### src/rtl/sensor_cfg_pkg.sv
package sensor_cfg_pkg;

  // ****************************************************************
  // Timing
  // ****************************************************************
  localparam int CLK_PERIOD_NS      = 40;
  localparam int NS_PER_US          = 1000;
  // One output sample at 3.91 kHz is 256 us; slower rates are powers of two of it.
  localparam int OUT_BASE_PERIOD_NS = 256000;
  localparam int OUT_BASE_CYCLES    = OUT_BASE_PERIOD_NS / CLK_PERIOD_NS;
  localparam int RATE_CNT_W         = 17;
  localparam int TICK_CNT_W         = 12;

  // ****************************************************************
  // Word offsets (byte addresses of the command processor)
  // ****************************************************************
  localparam logic [7:0] ADDR_MASKED_ERROR   = 8'h62;
  localparam logic [7:0] ADDR_ERROR_CODE     = 8'h64;
  localparam logic [7:0] ADDR_SELF_TEST      = 8'h66;
  localparam logic [7:0] ADDR_ERROR_ENABLE   = 8'h74;
  localparam logic [7:0] ADDR_COMMUNICATION  = 8'h76;
  localparam logic [7:0] ADDR_OUTPUT         = 8'h78;
  localparam logic [7:0] ADDR_TEMPERATURE    = 8'h7a;
  localparam logic [7:0] ADDR_SENSOR_IF      = 8'h7c;
  localparam logic [7:0] ADDR_DIGITAL        = 8'h7e;
  localparam logic [7:0] ADDR_NONLIN2_TEMP   = 8'h80;
  localparam logic [7:0] ADDR_NONLIN3        = 8'h82;
  localparam logic [7:0] ADDR_NONLIN2        = 8'h84;
  localparam logic [7:0] ADDR_GAIN_TEMP3     = 8'h86;
  localparam logic [7:0] ADDR_GAIN_TEMP2     = 8'h88;

  // ****************************************************************
  // Writable bit masks and reset values
  // ****************************************************************
  localparam logic [15:0] MASK_FULL          = 16'hffff;
  localparam logic [15:0] MASK_DIGITAL       = 16'h070f;
  localparam logic [15:0] MASK_TEMPERATURE   = 16'h007f;
  localparam logic [15:0] MASK_OUTPUT        = 16'h00ff;
  localparam logic [15:0] MASK_COMMUNICATION = 16'h000f;
  localparam logic [15:0] CFG_RESET          = 16'h0000;
  localparam logic [15:0] STATUS_RESET       = 16'h0000;

  // ****************************************************************
  // Command processor modes
  // ****************************************************************
  localparam logic [2:0] MOD_WINDOW    = 3'b000;
  localparam logic [2:0] MOD_SENT_ONLY = 3'b100;
  localparam logic [2:0] MOD_SENT      = 3'b101;
  localparam logic [2:0] MOD_COMMAND   = 3'b110;

  typedef enum logic [2:0] {
    MODE_WINDOW, MODE_SENT_ONLY, MODE_SENT, MODE_COMMAND, MODE_RESERVED
  } comm_mode_e;

  // ****************************************************************
  // Word layouts
  // ****************************************************************
  typedef struct packed {
    logic [4:0] rsvd_hi;
    logic [1:0] sensor_shift_gain;
    logic       nvm_refresh_enable;
    logic [3:0] rsvd_lo;
    logic [1:0] filter_select;
    logic [1:0] sysclk_select;
  } digital_config_s;

  typedef struct packed {
    logic       converter_reference_select;
    logic       input_polarity;
    logic       excitation_type;
    logic       amplifier_offset_sign;
    logic [3:0] amplifier_offset;
    logic [3:0] amplifier_gain;
    logic [3:0] excitation_current_select;
  } sensor_interface_config_s;

  // Pin codes: 00 floating, 01 to negative_excitation, 10 to positive_excitation,
  // 11 to the temperature converter.
  typedef struct packed {
    logic [8:0] rsvd;
    logic       temperature_transmit_enable;
    logic [1:0] temperature_method;
    logic [1:0] temp_sense_pin_b;
    logic [1:0] temp_sense_pin_a;
  } temperature_channel_config_s;

  typedef struct packed {
    logic [7:0] rsvd;
    logic       output_drive_high;
    logic       analog_low_power_enable;
    logic       pause_pulse_disable;
    logic       sensor_pullup_select;
    logic [3:0] tick_period_select;
  } output_config_s;

  typedef struct packed {
    logic [11:0] rsvd;
    logic        read_once;
    logic [2:0]  command_mode_select;
  } communication_config_s;

  // ****************************************************************
  // Carriers
  // ****************************************************************
  typedef struct packed {
    logic       valid;
    logic       write;
    logic [7:0] addr;
    logic [15:0] wdata;
  } cmd_req_s;

  typedef struct packed {
    logic       valid;
    logic       last;
    logic [7:0] addr;
    logic [15:0] data;
  } nvm_word_s;

  typedef struct packed {
    logic [15:0]                  gain_temp2_coeff;
    logic [15:0]                  gain_temp3_coeff;
    logic [15:0]                  nonlin2_coeff;
    logic [15:0]                  nonlin3_coeff;
    logic [15:0]                  nonlin2_temp_coeff;
    digital_config_s              digital_config;
    sensor_interface_config_s     sensor_interface_config;
    temperature_channel_config_s  temperature_channel_config;
    output_config_s               output_config;
    communication_config_s        communication_config;
    logic [15:0]                  error_enable;
    logic [15:0]                  error_code;
    logic [15:0]                  self_test_status;
  } words_s;

  typedef struct packed {
    words_s                w;
    logic                  loading;
    logic [15:0]           rdata;
    logic                  ack;
    logic                  err;
    logic                  fresh;
    logic                  sig_ack;
    logic                  sig_nack;
    logic [TICK_CNT_W-1:0] tick_cnt;
    logic                  tick;
    logic [RATE_CNT_W-1:0] rate_cnt;
    logic                  rate_pulse;
    comm_mode_e            mode;
    logic [15:0]           masked_error;
  } bank_s;

  // Tick length in microseconds for each select code.
  function automatic int tick_us(input logic [3:0] code);
    case (code)
      4'h0: tick_us = 12;
      4'h1: tick_us = 3;
      4'h2: tick_us = 4;
      4'h3: tick_us = 5;
      4'h4: tick_us = 6;
      4'h5: tick_us = 8;
      4'h6: tick_us = 10;
      4'h7: tick_us = 12;
      4'h8: tick_us = 16;
      4'h9: tick_us = 24;
      4'ha: tick_us = 32;
      4'hb: tick_us = 40;
      4'hc: tick_us = 48;
      4'hd: tick_us = 64;
      4'he: tick_us = 80;
      default: tick_us = 90;
    endcase
  endfunction : tick_us

  function automatic logic [TICK_CNT_W-1:0] tick_cycles(input logic [3:0] code);
    tick_cycles = TICK_CNT_W'(tick_us(code) * NS_PER_US / CLK_PERIOD_NS);
  endfunction : tick_cycles

endpackage : sensor_cfg_pkg

### src/rtl/sensor_config_register_bank.sv
// Contract
// - Five 16-bit coefficient words, reset zero.
// - Digital bits 1:0 pick 8/4/2/1 MHz.
// - Digital bits 3:2 pick filter setting.
// - Output rate from clock and filter codes.
// - Digital bit 8 enables memory refresh.
// - Digital bits 10:9 shift gain; rest reserved.
// - Sensor word: current, gain, offset fields.
// - Sensor bit 12 offset sign, 13 excitation.
// - Sensor bit 14 polarity, 15 reference.
// - Two temperature pin fields, four codes each.
// - Temperature bits 5:4 select measurement method.
// - Temperature bit 6 enables temperature transmit.
// - Output bits 3:0 select tick period.
// - Tick period independent of system clock.
// - Output bit 4 pull-up, bit 5 pause.
// - Output bit 6 analog low power.
// - Output bit 7 selects pad drive.
// - Communication bits 2:0 select command mode.
// - Bit 3 read-once refuses stale repeat reads.
// - Status words volatile; masked error read-only.
// - Words loaded from nonvolatile memory after reset.
// - Code 101 is the SENT operational mode.
`timescale 1ns/1ns
`default_nettype none

module sensor_config_register_bank
  import sensor_cfg_pkg::*;
#(
  parameter int OUT_PERIOD_CYCLES = OUT_BASE_CYCLES
) (
  // Clock and reset
  input  wire logic                        core_clk,
  input  wire logic                        arst_n,
  // Command processor word access
  input  wire cmd_req_s                    cmd,
  input  wire logic                        cfg_mode,
  output logic                             cmd_ack,
  output logic                             cmd_err,
  output logic [15:0]                      cmd_rdata,
  // Nonvolatile memory copy stream
  input  wire nvm_word_s                   nvm,
  output logic                             config_loading,
  // Hardware status events
  input  wire logic [15:0]                 error_set,
  input  wire logic [15:0]                 self_test_set,
  // Signal read qualification
  input  wire logic                        new_sample,
  input  wire logic                        signal_read_command,
  output logic                             signal_read_ack,
  output logic                             signal_read_nack,
  // Configuration outputs
  output words_s                           config_words,
  output logic [15:0]                      masked_error_code,
  output comm_mode_e                       command_mode,
  output logic                             out_rate_pulse,
  output logic                             tick_pulse
);

  bank_s st_r;
  bank_s st_nxt;

  // ****************************************************************
  // Word access helpers
  // ****************************************************************
  function automatic logic is_mapped(input logic [7:0] a);
    case (a)
      ADDR_MASKED_ERROR, ADDR_ERROR_CODE, ADDR_SELF_TEST, ADDR_ERROR_ENABLE,
      ADDR_COMMUNICATION, ADDR_OUTPUT, ADDR_TEMPERATURE, ADDR_SENSOR_IF,
      ADDR_DIGITAL, ADDR_NONLIN2_TEMP, ADDR_NONLIN3, ADDR_NONLIN2,
      ADDR_GAIN_TEMP3, ADDR_GAIN_TEMP2: is_mapped = 1'b1;
      default: is_mapped = 1'b0;
    endcase
  endfunction : is_mapped

  function automatic logic [15:0] read_word(input bank_s b, input logic [7:0] a);
    case (a)
      ADDR_MASKED_ERROR:  read_word = b.masked_error;
      ADDR_ERROR_CODE:    read_word = b.w.error_code;
      ADDR_SELF_TEST:     read_word = b.w.self_test_status;
      ADDR_ERROR_ENABLE:  read_word = b.w.error_enable;
      ADDR_COMMUNICATION: read_word = b.w.communication_config;
      ADDR_OUTPUT:        read_word = b.w.output_config;
      ADDR_TEMPERATURE:   read_word = b.w.temperature_channel_config;
      ADDR_SENSOR_IF:     read_word = b.w.sensor_interface_config;
      ADDR_DIGITAL:       read_word = b.w.digital_config;
      ADDR_NONLIN2_TEMP:  read_word = b.w.nonlin2_temp_coeff;
      ADDR_NONLIN3:       read_word = b.w.nonlin3_coeff;
      ADDR_NONLIN2:       read_word = b.w.nonlin2_coeff;
      ADDR_GAIN_TEMP3:    read_word = b.w.gain_temp3_coeff;
      ADDR_GAIN_TEMP2:    read_word = b.w.gain_temp2_coeff;
      default:            read_word = 16'h0000;
    endcase
  endfunction : read_word

  // Volatile status words are only touched when vol is set, so a memory copy
  // can never overwrite them.
  function automatic words_s write_word(input words_s w, input logic [7:0] a,
                                        input logic [15:0] d, input logic vol);
    words_s r;
    r = w;
    case (a)
      ADDR_ERROR_CODE:    if (vol) r.error_code = d;
      ADDR_SELF_TEST:     if (vol) r.self_test_status = d;
      ADDR_ERROR_ENABLE:  r.error_enable = d;
      ADDR_COMMUNICATION: r.communication_config = d & MASK_COMMUNICATION;
      ADDR_OUTPUT:        r.output_config = d & MASK_OUTPUT;
      ADDR_TEMPERATURE:   r.temperature_channel_config = d & MASK_TEMPERATURE;
      ADDR_SENSOR_IF:     r.sensor_interface_config = d & MASK_FULL;
      ADDR_DIGITAL:       r.digital_config = d & MASK_DIGITAL;
      ADDR_NONLIN2_TEMP:  r.nonlin2_temp_coeff = d;
      ADDR_NONLIN3:       r.nonlin3_coeff = d;
      ADDR_NONLIN2:       r.nonlin2_coeff = d;
      ADDR_GAIN_TEMP3:    r.gain_temp3_coeff = d;
      ADDR_GAIN_TEMP2:    r.gain_temp2_coeff = d;
      default:            r = w;
    endcase
    return r;
  endfunction : write_word

  // ****************************************************************
  // Next state
  // ****************************************************************
  logic                  cmd_wr_ok;
  logic                  refresh_on;
  logic [1:0]            rate_shift;
  logic [RATE_CNT_W-1:0] rate_period;
  logic [TICK_CNT_W-1:0] tick_period;

  always_comb begin
    st_nxt         = st_r;
    st_nxt.ack     = 1'b0;
    st_nxt.err     = 1'b0;
    st_nxt.sig_ack = 1'b0;
    st_nxt.sig_nack = 1'b0;
    st_nxt.tick    = 1'b0;
    st_nxt.rate_pulse = 1'b0;

    // Writes from the master are refused while loading or outside
    // configuration mode, and the masked error word never takes a write.
    cmd_wr_ok = cmd.valid && cmd.write && is_mapped(cmd.addr) && !st_r.loading
                && cfg_mode && (cmd.addr != ADDR_MASKED_ERROR);
    if (cmd.valid) begin
      st_nxt.ack   = 1'b1;
      st_nxt.rdata = cmd.write ? 16'h0000 : read_word(st_r, cmd.addr);
      st_nxt.err   = !is_mapped(cmd.addr) || (cmd.write && !cmd_wr_ok);
    end
    if (cmd_wr_ok) begin
      st_nxt.w = write_word(st_r.w, cmd.addr, cmd.wdata, 1'b1);
    end

    // Memory copies land after reset, and again in operational modes when
    // refresh is on; window mode never refreshes.
    refresh_on = st_r.w.digital_config.nvm_refresh_enable
                 && (st_r.mode != MODE_WINDOW);
    if (nvm.valid && (st_r.loading || refresh_on)) begin
      st_nxt.w = write_word(st_nxt.w, nvm.addr, nvm.data, 1'b0);
      if (nvm.last) begin
        st_nxt.loading = 1'b0;
      end
    end

    // Hardware events set status bits after any software write.
    st_nxt.w.error_code       = st_nxt.w.error_code | error_set;
    st_nxt.w.self_test_status = st_nxt.w.self_test_status | self_test_set;
    st_nxt.masked_error       = st_nxt.w.error_code & st_nxt.w.error_enable;

    // A stale repeat read is refused only when read-once is set.
    if (signal_read_command) begin
      st_nxt.sig_nack = st_r.w.communication_config.read_once && !st_r.fresh;
      st_nxt.sig_ack  = !(st_r.w.communication_config.read_once && !st_r.fresh);
      st_nxt.fresh    = 1'b0;
    end
    if (new_sample) begin
      st_nxt.fresh = 1'b1;
    end

    case (st_r.w.communication_config.command_mode_select)
      MOD_WINDOW:    st_nxt.mode = MODE_WINDOW;
      MOD_SENT_ONLY: st_nxt.mode = MODE_SENT_ONLY;
      MOD_SENT:      st_nxt.mode = MODE_SENT;
      MOD_COMMAND:   st_nxt.mode = MODE_COMMAND;
      default:       st_nxt.mode = MODE_RESERVED;
    endcase

    // Tick runs from core_clk directly, so the system clock code has no
    // effect on its length.
    tick_period = tick_cycles(st_r.w.output_config.tick_period_select);
    if (st_r.tick_cnt >= tick_period - 1'b1) begin
      st_nxt.tick_cnt = '0;
      st_nxt.tick     = 1'b1;
    end else begin
      st_nxt.tick_cnt = st_r.tick_cnt + 1'b1;
    end

    // Each step down of the system clock doubles the output period. Filter
    // codes other than 00 win one step back below 8 MHz, paying in accuracy.
    rate_shift = st_r.w.digital_config.sysclk_select;
    if (st_r.w.digital_config.filter_select != 2'b00 && rate_shift != 2'b00) begin
      rate_shift = rate_shift - 2'd1;
    end
    rate_period = RATE_CNT_W'(OUT_PERIOD_CYCLES) << rate_shift;
    if (st_r.rate_cnt >= rate_period - 1'b1) begin
      st_nxt.rate_cnt   = '0;
      st_nxt.rate_pulse = 1'b1;
    end else begin
      st_nxt.rate_cnt = st_r.rate_cnt + 1'b1;
    end
  end

  always_ff @(posedge core_clk or negedge arst_n) begin
    if (!arst_n) begin
      st_r <= '{w: '{error_code: STATUS_RESET, self_test_status: STATUS_RESET,
                     default: CFG_RESET},
                loading: 1'b1, mode: MODE_WINDOW, default: '0};
    end else begin
      st_r <= st_nxt;
    end
  end

  // ****************************************************************
  // Outputs
  // ****************************************************************
  assign cmd_ack           = st_r.ack;
  assign cmd_err           = st_r.err;
  assign cmd_rdata         = st_r.rdata;
  assign config_loading    = st_r.loading;
  assign signal_read_ack   = st_r.sig_ack;
  assign signal_read_nack  = st_r.sig_nack;
  assign config_words      = st_r.w;
  assign masked_error_code = st_r.masked_error;
  assign command_mode      = st_r.mode;
  assign out_rate_pulse    = st_r.rate_pulse;
  assign tick_pulse        = st_r.tick;
endmodule : sensor_config_register_bank

`default_nettype wire

### config.mk
export PLATFORM = sky130hd
export DESIGN_NAME = sensor_config_register_bank
export DESIGN_NICKNAME = d
export VERILOG_FILES = /design/src/rtl/sensor_cfg_pkg.sv /design/src/rtl/sensor_config_register_bank.sv
export SDC_FILE = /design/constraint.sdc
export NUM_CORES = 1
export LEC_CHECK = 0
export ABC_CLOCK_PERIOD_IN_PS = 18500
export BUFFER_PORTS_ARGS = -buffer_cell sky130_fd_sc_hd__buf_2
export CORE_ASPECT_RATIO = 1.75
export CORE_MARGIN = 1
export CORE_UTILIZATION = 45
export DETAILED_ROUTE_END_ITERATION = 6
export PLACE_DENSITY = 0.65
export SYNTH_ARGS = -nofsm -noshare
export SYNTH_HDL_FRONTEND = slang
export SYNTH_SLANG_ARGS = --single-unit
### constraint.sdc
create_clock -name core_clk -period 18.5 [get_ports core_clk]
set_clock_uncertainty 0.2 [all_clocks]
set_input_delay 0.925 -clock core_clk [delete_from_list [all_inputs] [get_ports core_clk]]
set_output_delay 0.925 -clock core_clk [all_outputs]
set_load 0.005 [all_outputs]
After elaboration in Yosys (flattened, before gate mapping):

Memories as Yosys holds them, arrays and structs flattened.
Index checks and enable logic that the tools add are counted.

* add/subtract/negate cells: 5
* $mul: 1
* divide/modulo/power cells: 1
* $lt $le $gt $ge: 2
* equal/unequal tests: 29
* shift-type cells: 1
* muxes and demuxes: 40
* bitwise gates (word level): 3
* reductions and logical operators: 24

Operators by type and width (count)
* $mux 16: 25
* $pmux 16 s14: 1
* $mux 209: 1
* $mux 208: 1
* $eq 8x7->1 const B: 15
* $eq 8x8->1 const B: 10
* $div 32x7->32 const B: 1
* $mul 32x8->29 const B: 1
* $or 16x16->16: 2
* $add 17x1->17 const B: 1
* $ge 17x17->1: 1
* $mux 17: 1
* $shl 13x2->17 const A: 1
* $sub 17x1->17 const B: 1
* $and 16x16->16: 1
* $reduce_or 14->1: 1
* $add 12x1->12 const B: 1
* $ge 12x12->1: 1
* $mux 12: 1
* $pmux 3 s4: 1
* $sub 12x1->12 const B: 1
* $logic_and 1x1->1: 10
* $eq 3x3->1 const B: 3
* $ne 8x7->1 const B: 1
* other kinds (10): 23

* bits in registers: 280
* latch bits: 0
* RAM bits: 0
* memory bits (read-only): 112
* input port bits: 89
* output and inout bits: 250
* word-level logic and storage cells: 155
* memories: 1

Memory list
* (no name shown): depth 16, bits a word 7, rd ports 1, clocked after Yosys merged registers in 0, wr ports 0, line sensor_cfg_pkg.sv:154 `case (code)`

Logic depth before layout (Yosys ltp):

* word-level depth: 12
* gate-level depth with buffers: 75

Worst setup path after synthesis:

No wires, ideal clock.

* path type: register -> register
* start: reg st_r (netlist bit config_words[65])
* end: reg st_r[44] in the netlist's numbering
* library setup time: 0.069 ns
* data arrival time: 16.150 ns
* path slack: 2.081 ns
* stages on the path, launching flop included: 67
* clock period less this slack: 16.419 ns
* cells stage by stage: dfrtp_1 -> inv_1 -> ha_1 -> nor2b_1 -> nor2_1 -> o21ai_0 -> ha_1 -> xor2_1 -> ha_1 -> fa_1 -> inv_1 -> fa_1 -> inv_1 -> ha_1 -> nand2_2 -> o2111ai_1 -> or4b_1 -> buf_2 -> [31 not listed] -> a211oi_2 -> nand3_1 -> nor3b_4 -> nand4_1 -> xnor2_1 -> ha_1 -> a21o_1 -> a21o_1 -> a21oi_1 -> nor2_1 -> a2111oi_0 -> o2111ai_1 -> o21ba_2 -> o2111ai_1 -> a221oi_2 -> a32oi_2 -> buf_6 -> nor2_2

RTL lines
* start: declaration: line sensor_config_register_bank.sv:60 `bank_s st_r;`
* start signal: assignment: line sensor_config_register_bank.sv:213 `st_r <= '{w: '{error_code: STATUS_RESET, self_test_status: STATUS_RESET,`
* start signal: assignment: line sensor_config_register_bank.sv:217 `st_r <= st_nxt;`

==> results.ini <==
[layout]
drive_gt1_frac = 0.260
final_nets = 3131
utilization = 0.513
syn_to_final_growth_pct = 12.2

[clock_tree]
insertion_delay_ns = 0.58
cts_tree = yes
clock-root-buffer = clkbuf_16
cts_buffer_depth = 3
clk_pin_slew_ns = 0.07
cts_buffers = 26
ctsHoldBuffers = 0
cts_max_level = 1
cts.sinks = 280

[yosys]
syn_area_per_cell_um2 = 8.51
synth_top_area_frac = 0.296
yosysTopAreaCell = dfrtp_1
yosys_warnings = 0
ys_ff_latch = 280
synth_nets = 2953
synthTopCellsByArea = dfrtp_1 30%, buf_4 7.8%, mux2i_1 6.5%, nand2_1 4.7%, o21ai_0 4.2%
ys_seq_area_frac = 0.297
syn_area_um2 = 23600
syn_inst = 2776
synth_cell_type_count = 128
ys_async_sr_fraction = 1.00
synth_edf_count = 0
synthFlopType = dfrtp_1

[grt]
grt_use_total = 0.360
grt_max_degree = 180
grt_pass1_vias = 23500
grt_pass1_wl_um = 145000
gr-total-overflow = 0
grt_antenna_before_repair = 9

[sta]
drv_slew = 0
max_slew.worst_pin.slew_ns = 1.25
rsz0062_at_grt = no
relSlewSlack = 0.164
setup_violations = 0
max_freq_mhz = 57.0
timing.setup.tns_ns = 0
period_share = 0.948
layout_min_cycle_time_ns = 17.55
finalHoldViolations = 0

[worst_setup_path]
critPathKind = reg2reg
rr_worst_depth = 66
reg2reg_from = config_words[65]$_DFF_PN0_
crit_end = st_r[39]$_DFF_PN0_
timing.rr.end = st_r[39]$_DFF_PN0_
ff2ff_setup_slack_ns = 0.95
cp.required_ns = 18.80
crit_path_max_fanout = 12
cp_common_cell = buf_4
crit_slowest_cell = or4_4
cp-start-kind = register
critPathArrivalTime_ns = 17.84
crit_path_end_kind = register
slowest_delay_ns = 0.62
cp-startpoint = config_words[65]$_DFF_PN0_

[floorplan]
coreArea_um2 = 51600
start_util = 0.457
dieArea_um2 = 53400
ios = 339
core.rowCount = 110
die_y_um = 305
fp.dieW_um = 175

[pwr]
power_density_nw_per_um2 = 120
combPwrFrac = 0.612
p_leak_nw = 12.9
p_sw_mw = 1.38
clockPowerShare = 0.190
ir_drop_v = 0.000147
p_sw_frac = 0.434
internal_power_mw = 1.80
seq_power_share = 0.198

[min_path]
hold_class = in2async

[run_status]
status = complete, no violations

[placement]
place.gp.congestion = 1.07
numPortBuffers = 338
post-dp-hpwl_um = 76100

[route]
firstDrtPassIters = 6
drc = 0
wl_per_cell_um = 26.8
vias = 22900
route.antenna.remaining_nets = 0
viasPerCell = 6.27
wl_um = 97700
drt_iter0_markers = 2023

[run]
cap_violations = 0

==> per-stage QoR <==
step / hold slack, ns / cells / cell area, um^2 / setup WS [ns] / power [mW]
4_1_cts: 0.229 / 3625 / 26200 / 0.0738 / 3.15
6_report: 0.191 / 3649 / 26500 / 0.954 / 3.19
3_3_place_gp: 0.274 / 3577 / 25200 / 0.526 / 2.52
3_5_place_dp: 0.290 / 3577 / 25200 / 0.0878 / 2.54
5_1_grt: 0.258 / 3647 / 26500 / 0.0119 / 3.34
2_1_floorplan: 0.255 / 2776 / 23600 / 2.08 / 1.72
==> power by group through the flow <==
stage | Sequential (mW) | Clock [mW] | Combinational [mW]
floorplan | 0.641 | 0 | 1.08
global placement | 0.643 | 0 | 1.88
detailed placement | 0.644 | 0 | 1.90
CTS | 0.633 | 0.606 | 1.91
global route | 0.634 | 0.630 | 2.08
finish | 0.633 | 0.604 | 1.95
==> layout by cell type (no fill, tap or decap), types with 21 or more instances in the layout <==
master and n:
o22ai_1 25, ha_1 70, o21ai_0 195, nand3b_1 36, a31oi_1 21, a21o_1 23
nor3_1 43, buf_4 209, a211oi_1 28, o211ai_1 23, xor2_1 29, dfrtp_1 277
nand4_1 43, buf_2 337, xnor2_1 54, inv_1 78, nand3_1 75, clkbuf_16 26
a22oi_1 55, nor2_1 168, nand2_1 293, and2_1 82, a21oi_1 98, nand2b_1 22
mux2i_1 153
==> area by class of cell <==
class                      count  area [um^2]
tap                          672          841
sequential                   280         7010
clock buffer                  34          751
inverter                      78          293
antenna                        3         7.51
fill                        4988        25100
multi-input combinational   2019        14100
clock inverter                14          198
timing repair buffer         549         3310
==> worst min-delay path by stage <==
stage	startpoint	end	slack (ns)
2_1_floorplan	st_r[20]$_DFF_PN0_	st_r[20]$_DFF_PN0_	0.26
3_3_place_gp	st_r[38]$_DFF_PN0_	st_r[38]$_DFF_PN0_	0.27
6_report	arst_n	config_words[202]$_DFF_PN0_	0.19
4_1_cts	arst_n	config_words[206]$_DFF_PN0_	0.23
5_1_grt	arst_n	config_words[206]$_DFF_PN0_	0.26
3_5_place_dp	config_words[59]$_DFF_PN0_	config_words[59]$_DFF_PN0_	0.29
==> cell usage after synthesis, drive strengths merged, types with 18 or more instances <==
cell type / instances
a21oi: 106
nand4: 44
nand3: 77
or2: 23
a22oi: 55
nor3: 56
mux2: 20
xor2: 31
mux2i: 153
o21ai: 211
dfrtp: 279
or3: 21
a21o: 24
nor4: 32
nand3b: 36
o22ai: 28
inv: 78
o31ai: 20
nand2b: 23
nor2b: 18
a22o: 18
buf: 274
ha: 71
nand2: 295
and2: 82
o211ai: 24
clkbuf: 125
a211oi: 36
nor2: 185
xnor2: 55
a31oi: 25
==> kinds of logic after synthesis <==
group                    synth area share
flip-flops                          0.297
AND/OR/NAND/NOR                     0.205
other                            0.000159
multiplexers                       0.0763
buffers and inverters               0.117
adder cells (fa/ha/maj)            0.0529
AO/OA/AOI/OAI                       0.218
XOR/XNOR                           0.0329
==> worst max-delay path: cells and delay by family (launching register included) <==
family,cells,cell delay [ns]
AO/OA/AOI/OAI,19,4.59
XOR/XNOR,3,0.64
adder cells (fa/ha/maj),7,2.53
buffers and inverters,12,1.94
flip-flops,1,0.45
multiplexers,1,0.38
AND/OR/NAND/NOR,24,6.69
==> registers in the layout (all words and copies together) (netlist names) <==
name	cells
cmd_ack	1
cmd_err	1
cmd_rdata	16
command_mode	3
config_loading	1
config_words	208
masked_error_code	16
out_rate_pulse	1
signal_read_ack	1
signal_read_nack	1
st_r	30
tick_pulse	1
==> per-layer routing <==
metal | vias up | share of wire | global-route usage
met2 | 1198 | 0.50 | 0.646
met4 | 10 | 0.11 | 0.326
met5 | - | 0.00050 | 0
met3 | 449 | 0.073 | 0.0692
li1 | 10200 | - | -
met1 | 11000 | 0.32 | 0.344
==> timing repair <==
| action | 4_1_cts | 5_1_grt |
|---|---|---|
| setup buffers | 0 | 21 |
| endpoints found under the setup margin | 1 | 13 |
| pin swaps | 0 | 10 |
| gates resized for setup | 1 | 31 |
| gates cloned | 0 | 0 |
(Power assumes the default switching activity.)
